<file path="src/rtl/asc_regs.svh">
// register offsets, field positions, reset values and counts of the serial channel
`ifndef ASC_REGS_SVH
`define ASC_REGS_SVH
`define ASC_OFF_MODE 8'h00
`define ASC_OFF_RATE 8'h04
`define ASC_OFF_TXBUF 8'h08
`define ASC_OFF_CTL0 8'h0C
`define ASC_OFF_CTL1 8'h10
`define ASC_OFF_RXBUF 8'h14
`define ASC_MR_RST 8'h00
`define ASC_C0_RST 8'h08
`define ASC_C1_RST 8'h02
`define ASC_MR_CLOCK_SOURCE_EXTERNAL_SELECT 3
`define ASC_MR_STOP_LENGTH_SELECT 4
`define ASC_MR_PRY 5
`define ASC_MR_PARITY_ON 6
`define ASC_C0_SHIFTER_EMPTY_FLAG 3
`define ASC_C0_NCH 5
`define ASC_C0_CLOCK_EDGE_POLARITY 6
`define ASC_C0_BIT_ORDER_SELECT 7
`define ASC_C1_TE 0
`define ASC_C1_TI 1
`define ASC_C1_RE 2
`define ASC_C1_RI 3
`define ASC_C1_IRS 4
`define ASC_RB_OER 12
`define ASC_RB_FER 13
`define ASC_RB_PER 14
`define ASC_RB_SUM 15
`define ASC_SMD_OFF 3'h0
`define ASC_SMD_A7 3'h4
`define ASC_SMD_A8 3'h5
`define ASC_SMD_A9 3'h6
`define ASC_OVS_LAST 4'hF
`define ASC_MID_TICK 4'h7
`endif

</file>
<file path="src/rtl/asc_pkg.sv">
// types shared by the serial channel modules
package asc_pkg;
  typedef struct packed {
    logic [3:0] nbits;
    logic par_on;
    logic par_even;
    logic two_stop;
    logic msb_first;
  } asc_frame_s;
  typedef enum logic [1:0] {
    TX_IDLE = 2'b01,
    TX_SHIFT = 2'b10
  } asc_tx_e;
  typedef enum logic [2:0] {
    RX_IDLE = 3'b001,
    RX_START = 3'b010,
    RX_BITS = 3'b100
  } asc_rx_e;
endpackage : asc_pkg

</file>
<file path="src/rtl/asc_top.sv">
// asynchronous serial channel with apb register slave
//
// The implementer's own choices: register access over APB and the address map.
`include "asc_regs.svh"
module asc_top import asc_pkg::*; #(
  parameter int AW = 8
) (
  input wire logic pclk,
  input wire logic presetn,
  input wire logic psel,
  input wire logic penable,
  input wire logic pwrite,
  input wire logic [AW-1:0] paddr,
  input wire logic [31:0] pwdata,
  input wire logic [3:0] pstrb,
  output logic [31:0] prdata,
  output logic pready,
  output logic pslverr,
  input wire logic serial_in_pin,
  input wire logic ext_clock_pin,
  output logic serial_out_pin,
  output logic serial_out_pin_oe_n,
  output logic tx_irq,
  output logic rx_irq
);
  logic [7:0] mode_control_reg_q;
  logic [7:0] rate_divisor_reg_q;
  logic [8:0] tx_buffer_reg_q;
  logic [7:0] control_zero_reg_q;
  logic [7:0] control_one_reg_q;
  logic [8:0] rx_data_q;
  logic tx_holding_vacant_q;
  logic shifter_empty_flag_q;
  logic rx_word_waiting_q;
  logic overrun_fault_q;
  logic framing_fault_q;
  logic parity_fault_q;
  logic [2:0] mode_select_field;
  logic uart_on;
  logic tx_permit;
  logic rx_permit;
  logic acc;
  logic wr;
  logic rd_rxbuf;
  logic mapped;
  logic [31:0] rdata;
  logic [4:0] presc_q;
  logic ext_q;
  logic src_en;
  logic tick;
  asc_frame_s cfg;
  asc_tx_e tx_st_q;
  logic [12:0] tx_sh_q;
  logic [3:0] tx_left_q;
  logic [3:0] tx_ph_q;
  logic tx_load;
  logic tx_end;
  logic [12:0] tx_vec;
  logic [8:0] tx_dm;
  logic [7:0] tx_rev;
  logic rx_done;
  logic rx_ovr;
  logic [8:0] rx_data;
  logic rx_fer;
  logic rx_per;

  assign mode_select_field = mode_control_reg_q[2:0];
  assign uart_on = mode_select_field == `ASC_SMD_A7 || mode_select_field == `ASC_SMD_A8
    || mode_select_field == `ASC_SMD_A9;
  assign tx_permit = control_one_reg_q[`ASC_C1_TE];
  assign rx_permit = control_one_reg_q[`ASC_C1_RE];

  // frame shape from the mode register, bit order from control zero
  always_comb begin
    cfg.nbits = 4'h8;
    if (mode_select_field == `ASC_SMD_A7) begin
      cfg.nbits = 4'h7;
    end else if (mode_select_field == `ASC_SMD_A9) begin
      cfg.nbits = 4'h9;
    end
    cfg.par_on = mode_control_reg_q[`ASC_MR_PARITY_ON];
    cfg.par_even = mode_control_reg_q[`ASC_MR_PRY];
    cfg.two_stop = mode_control_reg_q[`ASC_MR_STOP_LENGTH_SELECT];
    // order select honoured only for 8-bit characters
    cfg.msb_first = control_zero_reg_q[`ASC_C0_BIT_ORDER_SELECT] && mode_select_field == `ASC_SMD_A8;
  end

  // apb: one wait state so read data comes from a flop
  assign acc = psel && penable && pready;
  assign wr = acc && pwrite;
  assign rd_rxbuf = acc && !pwrite && paddr[7:0] == `ASC_OFF_RXBUF;

  always_comb begin
    rdata = 32'h0000_0000;
    mapped = 1'b1;
    case (paddr[7:0])
      `ASC_OFF_MODE: rdata[7:0] = mode_control_reg_q;
      `ASC_OFF_RATE: rdata[7:0] = rate_divisor_reg_q;
      `ASC_OFF_TXBUF: rdata[8:0] = tx_buffer_reg_q;
      `ASC_OFF_CTL0: begin
        rdata[7:0] = control_zero_reg_q;
        rdata[`ASC_C0_SHIFTER_EMPTY_FLAG] = shifter_empty_flag_q;
      end
      `ASC_OFF_CTL1: begin
        rdata[7:0] = control_one_reg_q;
        rdata[`ASC_C1_TI] = tx_holding_vacant_q;
        rdata[`ASC_C1_RI] = rx_word_waiting_q;
      end
      `ASC_OFF_RXBUF: begin
        rdata[8:0] = rx_data_q;
        rdata[`ASC_RB_OER] = overrun_fault_q;
        rdata[`ASC_RB_FER] = framing_fault_q;
        rdata[`ASC_RB_PER] = parity_fault_q;
        rdata[`ASC_RB_SUM] = overrun_fault_q | framing_fault_q | parity_fault_q;
      end
      default: mapped = 1'b0;
    endcase
  end

  always_ff @(posedge pclk or negedge presetn) begin
    if (!presetn) begin
      pready <= 1'b0;
      prdata <= 32'h0000_0000;
      pslverr <= 1'b0;
    end else begin
      pready <= psel && penable && !pready;
      if (psel && penable && !pready) begin
        prdata <= pwrite ? 32'h0000_0000 : rdata;
        pslverr <= !mapped;
      end else begin
        pslverr <= 1'b0;
      end
    end
  end

  always_ff @(posedge pclk or negedge presetn) begin
    if (!presetn) begin
      mode_control_reg_q <= `ASC_MR_RST;
      rate_divisor_reg_q <= 8'h00;
      control_zero_reg_q <= `ASC_C0_RST;
      control_one_reg_q <= `ASC_C1_RST;
    end else if (wr && pstrb[0]) begin
      case (paddr[7:0])
        `ASC_OFF_MODE: mode_control_reg_q <= pwdata[7:0];
        `ASC_OFF_RATE: rate_divisor_reg_q <= pwdata[7:0];
        `ASC_OFF_CTL0: control_zero_reg_q <= pwdata[7:0];
        `ASC_OFF_CTL1: control_one_reg_q <= pwdata[7:0];
        default: ;
      endcase
    end
  end

  // upper lane takes b8, the lower lane completes the character
  always_ff @(posedge pclk or negedge presetn) begin
    if (!presetn) begin
      tx_buffer_reg_q <= 9'h000;
      tx_holding_vacant_q <= 1'b1;
    end else begin
      if (wr && paddr[7:0] == `ASC_OFF_TXBUF && pstrb[1]) begin
        tx_buffer_reg_q[8] <= pwdata[8];
      end
      if (wr && paddr[7:0] == `ASC_OFF_TXBUF && pstrb[0]) begin
        tx_buffer_reg_q[7:0] <= pwdata[7:0];
        tx_holding_vacant_q <= 1'b0;
      end else if (tx_load) begin
        tx_holding_vacant_q <= 1'b1;
      end
    end
  end

  // count source: undivided, /8, /32 or external pin edges
  always_ff @(posedge pclk or negedge presetn) begin
    if (!presetn) begin
      presc_q <= 5'h00;
      ext_q <= 1'b0;
    end else begin
      presc_q <= presc_q + 5'h01;
      ext_q <= ext_clock_pin;
    end
  end

  always_comb begin
    case (control_zero_reg_q[1:0])
      2'h0: src_en = 1'b1;
      2'h1: src_en = presc_q[2:0] == 3'h0;
      2'h2: src_en = presc_q == 5'h00;
      default: src_en = 1'b0;
    endcase
    if (mode_control_reg_q[`ASC_MR_CLOCK_SOURCE_EXTERNAL_SELECT]) begin
      src_en = ext_clock_pin && !ext_q;
    end
  end

  asc_tick #(.DW(8)) u_tick (
    .pclk(pclk),
    .presetn(presetn),
    .clear(!uart_on),
    .src_en(src_en),
    .divisor(rate_divisor_reg_q),
    .tick(tick)
  );

  // transmit frame image, start bit in bit 0, idle ones above
  for (genvar i = 0; i < 9; i++) begin : g_tx
    assign tx_dm[i] = tx_buffer_reg_q[i] & (4'(i) < cfg.nbits);
    if (i < 8) begin : g_rev
      assign tx_rev[i] = tx_buffer_reg_q[7-i];
    end
  end

  always_comb begin
    tx_vec = 13'h1FFF;
    tx_vec[0] = 1'b0;
    tx_vec[9:1] = cfg.msb_first ? {1'b1, tx_rev} : (tx_dm | ~(9'h1FF >> (4'h9 - cfg.nbits)));
    if (cfg.par_on) begin
      tx_vec[cfg.nbits + 4'h1] = (^tx_dm) ~^ cfg.par_even;
    end
  end

  assign tx_load = tx_st_q == TX_IDLE && uart_on && tx_permit && !tx_holding_vacant_q;
  assign tx_end = tx_st_q == TX_SHIFT && tick && tx_ph_q == `ASC_OVS_LAST && tx_left_q == 4'h0;

  always_ff @(posedge pclk or negedge presetn) begin
    if (!presetn) begin
      tx_st_q <= TX_IDLE;
      tx_sh_q <= 13'h1FFF;
      tx_left_q <= 4'h0;
      tx_ph_q <= 4'h0;
      shifter_empty_flag_q <= 1'b1;
    end else begin
      case (tx_st_q)
        TX_IDLE: begin
          if (tx_load) begin
            tx_st_q <= TX_SHIFT;
            tx_sh_q <= tx_vec;
            tx_left_q <= cfg.nbits + {3'h0, cfg.par_on} + {3'h0, cfg.two_stop} + 4'h1;
            tx_ph_q <= 4'h0;
            shifter_empty_flag_q <= 1'b0;
          end
        end
        TX_SHIFT: begin
          if (!uart_on) begin
            tx_st_q <= TX_IDLE;
            tx_sh_q <= 13'h1FFF;
            shifter_empty_flag_q <= 1'b1;
          end else if (tick) begin
            tx_ph_q <= tx_ph_q + 4'h1;
            if (tx_ph_q == `ASC_OVS_LAST) begin
              tx_sh_q <= {1'b1, tx_sh_q[12:1]};
              tx_left_q <= tx_left_q - 4'h1;
              if (tx_left_q == 4'h0) begin
                tx_st_q <= TX_IDLE;
                shifter_empty_flag_q <= 1'b1;
              end
            end
          end
        end
        default: tx_st_q <= TX_IDLE;
      endcase
    end
  end

  // open-drain drives only zeros, so a one releases the pin
  always_ff @(posedge pclk or negedge presetn) begin
    if (!presetn) begin
      serial_out_pin <= 1'b1;
      serial_out_pin_oe_n <= 1'b1;
    end else begin
      serial_out_pin <= tx_sh_q[0];
      if (!uart_on) begin
        serial_out_pin_oe_n <= 1'b1;
      end else if (control_zero_reg_q[`ASC_C0_NCH]) begin
        serial_out_pin_oe_n <= tx_sh_q[0];
      end else begin
        serial_out_pin_oe_n <= 1'b0;
      end
    end
  end

  always_ff @(posedge pclk or negedge presetn) begin
    if (!presetn) begin
      tx_irq <= 1'b0;
    end else if (control_one_reg_q[`ASC_C1_IRS]) begin
      tx_irq <= tx_end;
    end else begin
      tx_irq <= tx_load;
    end
  end

  asc_rx u_rx (
    .pclk(pclk),
    .presetn(presetn),
    .enable(uart_on && rx_permit),
    .tick(tick),
    .rxd(serial_in_pin),
    .cfg(cfg),
    .done(rx_done),
    .ovr_chk(rx_ovr),
    .data(rx_data),
    .framing_fault(rx_fer),
    .parity_fault(rx_per)
  );

  // receive buffer and faults; a new event beats a read clear
  always_ff @(posedge pclk or negedge presetn) begin
    if (!presetn) begin
      rx_data_q <= 9'h000;
      rx_word_waiting_q <= 1'b0;
      overrun_fault_q <= 1'b0;
      framing_fault_q <= 1'b0;
      parity_fault_q <= 1'b0;
      rx_irq <= 1'b0;
    end else begin
      rx_irq <= rx_done;
      if (rx_done) begin
        rx_data_q <= rx_data;
        rx_word_waiting_q <= 1'b1;
        framing_fault_q <= rx_fer;
        parity_fault_q <= rx_per;
      end else if (rd_rxbuf) begin
        rx_word_waiting_q <= 1'b0;
        framing_fault_q <= 1'b0;
        parity_fault_q <= 1'b0;
      end
      if (rx_ovr && rx_word_waiting_q && !rd_rxbuf) begin
        overrun_fault_q <= 1'b1;
      end
      if (!uart_on || !rx_permit) begin
        overrun_fault_q <= 1'b0;
        framing_fault_q <= 1'b0;
        parity_fault_q <= 1'b0;
      end
    end
  end
endmodule : asc_top

</file>
<file path="src/rtl/asc_tick.sv">
// reloadable divisor giving the sixteen-times bit clock
module asc_tick import asc_pkg::*; #(
  parameter int DW = 8
) (
  input wire logic pclk,
  input wire logic presetn,
  input wire logic clear,
  input wire logic src_en,
  input wire logic [DW-1:0] divisor,
  output logic tick
);
  logic [DW-1:0] cnt_q;

  // divide by divisor plus one
  always_ff @(posedge pclk or negedge presetn) begin
    if (!presetn) begin
      cnt_q <= '0;
      tick <= 1'b0;
    end else if (clear) begin
      cnt_q <= divisor;
      tick <= 1'b0;
    end else if (src_en && cnt_q == '0) begin
      cnt_q <= divisor;
      tick <= 1'b1;
    end else begin
      if (src_en) begin
        cnt_q <= cnt_q - DW'(1);
      end
      tick <= 1'b0;
    end
  end
endmodule : asc_tick

</file>
<file path="src/rtl/asc_rx.sv">
// receive shifter: start qualify, mid-bit sampling, frame checks
module asc_rx import asc_pkg::*; (
  input wire logic pclk,
  input wire logic presetn,
  input wire logic enable,
  input wire logic tick,
  input wire logic rxd,
  input wire asc_frame_s cfg,
  output logic done,
  output logic ovr_chk,
  output logic [8:0] data,
  output logic framing_fault,
  output logic parity_fault
);
  asc_rx_e st_q;
  logic [3:0] ph_q;
  logic [3:0] idx_q;
  logic [11:0] frame_q;
  logic [3:0] last;
  logic [8:0] dmask;
  logic [7:0] rev;
  logic pbit;
  logic s1;
  logic s2;

  assign last = cfg.nbits + {3'h0, cfg.par_on} + {3'h0, cfg.two_stop};

  always_ff @(posedge pclk or negedge presetn) begin
    if (!presetn) begin
      st_q <= RX_IDLE;
      ph_q <= 4'h0;
      idx_q <= 4'h0;
      frame_q <= 12'h000;
      done <= 1'b0;
      ovr_chk <= 1'b0;
    end else begin
      done <= 1'b0;
      ovr_chk <= 1'b0;
      if (!enable) begin
        st_q <= RX_IDLE;
      end else if (tick) begin
        case (st_q)
          RX_IDLE: begin
            if (!rxd) begin
              st_q <= RX_START;
              ph_q <= 4'h0;
            end
          end
          RX_START: begin
            ph_q <= ph_q + 4'h1;
            if (ph_q == `ASC_MID_TICK) begin
              st_q <= rxd ? RX_IDLE : RX_BITS;
              ph_q <= 4'h0;
              idx_q <= 4'h0;
            end
          end
          RX_BITS: begin
            ph_q <= ph_q + 4'h1;
            if (ph_q == `ASC_OVS_LAST) begin
              frame_q[idx_q] <= rxd;
              idx_q <= idx_q + 4'h1;
              if (idx_q == last - 4'h1) begin
                ovr_chk <= 1'b1;
              end
              if (idx_q == last) begin
                done <= 1'b1;
                st_q <= RX_IDLE;
              end
            end
          end
          default: st_q <= RX_IDLE;
        endcase
      end
    end
  end

  for (genvar i = 0; i < 9; i++) begin : g_bit
    assign dmask[i] = frame_q[i] & (4'(i) < cfg.nbits);
    if (i < 8) begin : g_rev
      assign rev[i] = frame_q[7-i];
    end
  end

  assign pbit = frame_q[cfg.nbits];
  assign s1 = frame_q[cfg.nbits + {3'h0, cfg.par_on}];
  assign s2 = frame_q[cfg.nbits + {3'h0, cfg.par_on} + 4'h1];
  assign data = cfg.msb_first ? {1'b0, rev} : dmask;
  assign framing_fault = !s1 || (cfg.two_stop && !s2);
  assign parity_fault = cfg.par_on && ((^dmask ^ pbit) == cfg.par_even);
endmodule : asc_rx

</file>
<file path="config.mk">
export PLATFORM = sky130hd
export DESIGN_NAME = asc_top
export DESIGN_NICKNAME = d
export VERILOG_FILES = /design/src/rtl/asc_pkg.sv /design/src/rtl/asc_top.sv /design/src/rtl/asc_tick.sv /design/src/rtl/asc_rx.sv
export VERILOG_INCLUDE_DIRS = /design/src /design/src/rtl
export SDC_FILE = /design/constraint.sdc
export NUM_CORES = 1
export LEC_CHECK = 0
export BUFFER_PORTS_ARGS = -buffer_cell sky130_fd_sc_hd__buf_2
export CAP_MARGIN = 20
export CORE_MARGIN = 10
export CORE_UTILIZATION = 52
export DETAILED_ROUTE_END_ITERATION = 6
export GPL_ROUTABILITY_DRIVEN = 0
export PLACE_DENSITY_LB_ADDON = 0.15
export SYNTH_ARGS = -nofsm -noshare
export SYNTH_HDL_FRONTEND = slang
export SYNTH_SLANG_ARGS = --single-unit
</file>
<file path="constraint.sdc">
create_clock -name pclk -period 3.3 [get_ports pclk]
set_input_delay 0.33 -clock pclk [delete_from_list [all_inputs] [get_ports pclk]]
set_output_delay 0.33 -clock pclk [all_outputs]
set_load 0.01 [all_outputs]
</file>
==> results of run 1 <==
-- cells in the mapped netlist (all sizes together) (19+ instances only) --
cell type  number
a21oi          24
buf            27
clkbuf         28
dfrtp         116
dfstp          19
inv            24
mux2           57
mux2i          21
nand2         101
nand3          24
nor2           55
o21ai          33
xnor2          24
-- cell families after synthesis --
family,Yosys count,synth area share
XOR/XNOR,36,0.0437
other,1,0.000507
AO/OA/AOI/OAI,138,0.125
buffers and inverters,79,0.0525
flip-flops,135,0.460
AND/OR/NAND/NOR,257,0.168
multiplexers,81,0.124
adder cells (fa/ha/maj),15,0.0254
-- state kept, by name, indices dropped and copies added (netlist names), 2 cells and up --
signal              cells
u_rx.frame_q           12
tx_buffer_reg_q         9
tx_sh_q                13
tx_left_q               4
tx_ph_q                 4
tx_st_q                 2
control_one_reg_q       6
u_tick.cnt_q            8
prdata                 13
control_zero_reg_q      7
u_rx.idx_q              4
u_rx.ph_q               4
presc_q                 5
rate_divisor_reg_q      8
rx_data_q               9
u_rx.st_q               3
mode_control_reg_q      8
-- layout make-up --
class	instances	area share
sequential	135	0.410
clock buffer	19	0.0534
multi-input combinational	546	0.442
inverter	24	0.0109
clock inverter	12	0.0184
timing repair buffer	54	0.0382
tap	180	0.0271
-- where the power goes --
group	total (mW)	internal [mW]	switching, mW
sequential	1.68	1.67	0.0132
combinational	0.154	0.0532	0.101
clock	1.92	1.20	0.717
total	3.75	2.92	0.831
-- final timing paths --
check,startpoint,to,depth (start not counted)
setup / recovery,mode_control_reg_q[2]$_DFFE_PN0P_,u_rx.st_q[0]$_DFFE_PN1P_,9
min in group asynchronous,presetn,rx_data_q[1]$_DFFE_PN0P_,2
hold / removal,ext_clock_pin,ext_q$_DFF_PN0_,1
setup reg to reg,mode_control_reg_q[2]$_DFFE_PN0P_,u_rx.st_q[0]$_DFFE_PN1P_,9
hold reg to reg,tx_sh_q[0]$_DFFE_PN1P_,serial_out_pin$_DFF_PN1_,0
max in group asynchronous,presetn,u_rx.st_q[0]$_DFFE_PN1P_,3
-- through the flow --
stage | power (mW) | instances | util | hold WS (ns)
global placement | 1.86 | 938 | 0.554 | 0.327
finish | 3.75 | 970 | 0.598 | 0.0326
floorplan | 1.80 | 760 | - | 0.0344
global route | 3.88 | 970 | 0.598 | 0.0243
detailed placement | 1.86 | 938 | 0.554 | 0.335
CTS | 3.79 | 970 | 0.598 | 0.0224
-- worst max-delay path: cells and delay by family (launching register included) --
kind            cells  cell delay (ns)
xor+xnor            2             0.35
compound gates      3             0.59
simple gates        2             0.39
flops               1             0.46
fa+ha+maj           2             0.82
-- routing by layer --
layer	up-vias	GRT usage	share of wire
met3	37	0.0507	0.075
met4	0	0.0857	0.030
met2	207	0.288	0.47
met1	2751	0.233	0.42
li1	2666	-	-
met5	-	0	0
==> flow_summary_export.csv, run 1 <==
group,metric,value,unit
critical_path,crit_required,3.66,ns
critical_path,critPathKind,"reg2reg",
status,status,"complete, no violations",
cts,cts_buffer_depth,2,
global_routing,grt_util_all_layers,0.185,
sta,min_period,2.69,ns
routing,dr.pass1.iters,5,
yosys,synth_edf_count,0,
yosys,synth.ff_latch_count,135,
global_routing,antenna_found_initial,0,
placement,place_ws,0.623,ns
yosys,synthArstFlopShare,1.00,
floorplanning,start_util,0.532,
floorplanning,dieHeight,139,µm
placement,dp_hpwl,13.1,mm
cts,h-tree-depth,4,
sta,fmax,372,MHz
cts,numCtsBuffers,17,
layout,layout_common_cells,"dfrtp_1 (116), nand2_1 (101), mux2_2 (57)",
sta,period_share,0.816,
sta,finalSetupViolCount,0,
cts,clockRootBuffer,"clkbuf_16",
cts,cts_tree,"done",
routing,drc,0,
global_routing,grt_pass1_wl,29.2,mm
critical_path,crit_slowest_cell,"dfrtp_1",
yosys,avgSynthCellArea,9.96,µm²
placement,io_buffer_count,44,
floorplanning,rows,43,
sta,rsz0062_at_grt,"no",
layout,final_nets,844,
global_routing,first_global_vias,5564,
floorplanning,die_width,139,µm
pwr,powerDensity,452,nW/µm²
placement,post_dp_cell_area,7690,µm²
critical_path,ff2ff_setup_slack,0.61,ns
yosys,ys.flop_type,"dfrtp_1",
critical_path,path_max_fanout,9,
layout,regArea,3400,µm²
cts,postCtsSetupRepairBufs,0,
cts,postCtsResizedCells,0,
critical_path,startpoint_type,"flip-flop",
floorplanning,io_pins,89,
routing,wl,17.8,mm
sta,worstMarginPinSlew,0.752,ns
sta,drv_slew,0,
sta,fin_ws,0.609,ns
layout,n_antenna_cell,0,
cts,cts.sinks,135,
layout,multi_input_area,3670,µm²
pwr,power_leakage,3.77,nW
floorplanning,die_area,19400,µm²
critical_path,crit_chain,"nor2b_1 -> ha_1 -> ha_1 -> nor2b_1 -> xnor2_1 -> a21oi_4 -> xor2_2 -> a311o_1 -> a21o_1",
global_routing,overflow,0,
job,drv_cap,0,
cts,hold_buffers,1,
sta,relSlewSlack,0.494,
global_routing,grt_start_max_net_pins,57,
yosys,synthCells,742,
routing,viasPerCell,5.84,
yosys,synth_top_area_share,0.393,
worst_hold_path,hold_class,"in2reg",
sta,setup_tns,0,ns
routing,wl_per_cell,18.3,µm
yosys,yosysSeqAreaShare,0.460,
layout,layout_commonest_cell,"dfrtp_1",
cts,clkTransAtPathRegs,0.06,ns
layout,drive_above_1_share,0.223,
floorplanning,core_area,13900,µm²
critical_path,cp-end-kind,"flip-flop",
sta,clock_skew,0.00743,ns
yosys,netlist_area,7390,µm²
yosys,synth.top_cells.by_area,"dfrtp_1 (39%), mux2_2 (8.7%), dfstp_2 (6.8%)",
yosys,synth_top_cell_by_area,"dfrtp_1",
routing,antenna_left,0,
yosys,synth-warning-count,0,
pwr,ir_drop,388,µV
sta,hold_violations,0,
critical_path,cp_slowest_stage_delay,0.46,ns
layout,design_area,8300,µm²
routing,vias,5661,
yosys,synth.distinct_cells,67,
critical_path,worstPathArrival,3.05,ns
routing,first_iter_violations,368,
cts,clk-insertion-delay-late,0.43,ns
layout,nFillCells,1203,
layout,area_growth,12.3,%
No activity file was read; power rests on OpenSTA's default activity.
==> run 2, diff against run 1 <==
==> constraint.sdc (replaced) <==
create_clock -name pclk -period 2.3 [get_ports pclk]
set_input_delay 0.23 -clock pclk [delete_from_list [all_inputs] [get_ports pclk]]
set_output_delay 0.23 -clock pclk [all_outputs]
set_load 0.01 [all_outputs]
==> run 2 against run 1 <==
Compared with the run above:
- routed wire length up 2.8%
- sequential share of layout area shrank 1.4 points
- register-to-register slack got worse by 0.57 ns
- non-clock buffer count increased by 26
- critical path type unchanged
- largest cell class unchanged
- largest power group unchanged
==> flow_summary_export.csv, run 2 (synthesis results as in run 1) <==
group,metric,value,unit
layout,nFillCells,1148,
sta,fin_ws,0.0359,ns
pwr,power_leakage,3.90,nW
routing,wl_per_cell,18.3,µm
sta,setup_tns,0,ns
global_routing,first_global_vias,5597,
critical_path,crit_slowest_cell,"or3b_4",
critical_path,worstPathArrival,2.54,ns
cts,cts_tree,"done",
cts,clkTransAtPathRegs,0.06,ns
placement,place_ws,-0.00557,ns
sta,hold_violations,0,
layout,drive_above_1_share,0.256,
global_routing,grt_start_max_net_pins,55,
routing,first_iter_violations,354,
cts,h-tree-depth,4,
global_routing,grt_pass1_wl,29.5,mm
critical_path,startpoint_type,"flip-flop",
cts,clockRootBuffer,"clkbuf_16",
critical_path,cp_slowest_stage_delay,0.42,ns
layout,multi_input_area,3730,µm²
sta,drv_slew,0,
layout,layout_common_cells,"dfrtp_1 (116), nand2_1 (101), mux2_2 (57)",
floorplanning,rows,43,
cts,numCtsBuffers,17,
global_routing,overflow,0,
placement,placed_cells,957,
cts,cts_buffer_depth,2,
global_routing,antenna_found_initial,0,
routing,dr.pass1.iters,5,
sta,worstMarginPinSlew,0.661,ns
layout,design_area,8580,µm²
pwr,total_power,5.46,mW
sta,finalSetupViolCount,0,
layout,layout_commonest_cell,"dfrtp_1",
critical_path,cp_top_family,"XOR/XNOR gates",
layout,area_growth,16.2,%
sta,fmax,442,MHz
critical_path,cp-end-kind,"flip-flop",
routing,vias,5737,
critical_path,path_max_fanout,8,
pwr,ir_drop,487,µV
placement,dp_hpwl,13.4,mm
routing,viasPerCell,5.75,
placement,io_buffer_count,44,
floorplanning,die_width,139,µm
layout,fin_cells,997,
routing,antenna_left,0,
sta,fin_hold_ws,0.0644,ns
layout,n_antenna_cell,0,
floorplanning,start_util,0.532,
cts,cts.sinks,135,
sta,period_share,0.984,
critical_path,worst-path-buf-inv,3,
floorplanning,io_pins,89,
status,status,"complete, no violations",
routing,wl,18.3,mm
critical_path,crit_required,2.57,ns
sta,clock_skew,0.00627,ns
placement,post_dp_cell_area,7870,µm²
floorplanning,die_area,19400,µm²
layout,top_regs,"prdata: 13 flops, tx_sh_q: 13 flops, u_rx.frame_q: 12 flops",
floorplanning,core_area,13900,µm²
layout,final_util,0.618,
critical_path,critPathKind,"reg2reg",
floorplanning,dieHeight,139,µm
sta,min_period,2.26,ns
job,drv_cap,0,
pwr,powerDensity,636,nW/µm²
global_routing,grt_util_all_layers,0.186,
layout,final_nets,870,
sta,relSlewSlack,0.559,
worst_hold_path,hold_class,"in2reg",
layout,regArea,3400,µm²
critical_path,crit_chain,"buf_6 -> or3b_4 -> xor2_2 -> xor2_1 -> buf_4 -> inv_1 -> ha_1 -> xnor2_1 -> nand2_1 -> o311ai_0",
routing,drc,0,
cts,clk-insertion-delay-late,0.42,ns
==> run 2: cell count changes in the layout (fill, tap and decap cells not counted), moves of 2 or more <==
cell / before / now
clkinv_2: 4 / 2
ha_1: 15 / 13
ha_4: 0 / 2
buf_4: 8 / 31
clkbuf_8: 1 / 3
buf_6: 1 / 3
clkinv_4: 3 / 1
nor2b_4: 0 / 2
nor2b_1: 9 / 7
==> run 2: cell type report <==
| cell class | count | area share |
|---|---|---|
| Clock buffer | 21 | 0.0548 |
| Clock inverter | 11 | 0.0169 |
| Inverter | 24 | 0.0105 |
| Multi-Input combinational cell | 546 | 0.434 |
| Sequential cell | 135 | 0.396 |
| Tap cell | 180 | 0.0262 |
| Timing Repair Buffer | 80 | 0.0608 |
==> run 2: layer usage <==
| layer | GRT usage | part of all wire | vias to the layer above |
|---|---|---|---|
| li1 | - | - | 2722 |
| met1 | 0.238 | 0.45 | 2829 |
| met2 | 0.295 | 0.47 | 154 |
| met3 | 0.0541 | 0.051 | 32 |
| met4 | 0.0621 | 0.023 | 0 |
| met5 | 0 | 0 | - |
==> run 2: repair_timing <==
action,4_1_cts,5_1_grt
pin swaps,0,5
hold buffers,2,0
resized for setup,0,7
endpoints found under the hold margin,50,0
buffers inserted,0,6
endpoints found under the setup margin,1,4
==> run 2: path summary, 6_finish.rpt <==
| check | slack [ns] | startpoint | depth (start not counted) | endpoint |
|---|---|---|---|---|
| setup / recovery | 0.04 | mode_control_reg_q[0]$_DFFE_PN0P_ | 10 | tx_left_q[2]$_DFFE_PN0P_ |
| hold / removal | 0.06 | pwdata[8] | 2 | tx_buffer_reg_q[8]$_DFFE_PN0P_ |
| setup reg to reg | 0.04 | mode_control_reg_q[0]$_DFFE_PN0P_ | 10 | tx_left_q[2]$_DFFE_PN0P_ |
| hold reg to reg | 0.39 | tx_sh_q[0]$_DFFE_PN1P_ | 0 | serial_out_pin$_DFF_PN1_ |
| max in group asynchronous | 1.20 | presetn | 3 | u_tick.cnt_q[7]$_DFFE_PN0P_ |
| min in group asynchronous | 0.33 | presetn | 2 | prdata[14]$_DFFE_PN0P_ |
==> run 2: report_power, final <==
group / leakage, nW / internal [mW] / total, mW / switching (mW)
Sequential: 1.77 / 2.39 / 2.41 / 0.0196
Clock: 0.298 / 1.79 / 2.81 / 1.02
Combinational: 1.84 / 0.0819 / 0.230 / 0.148
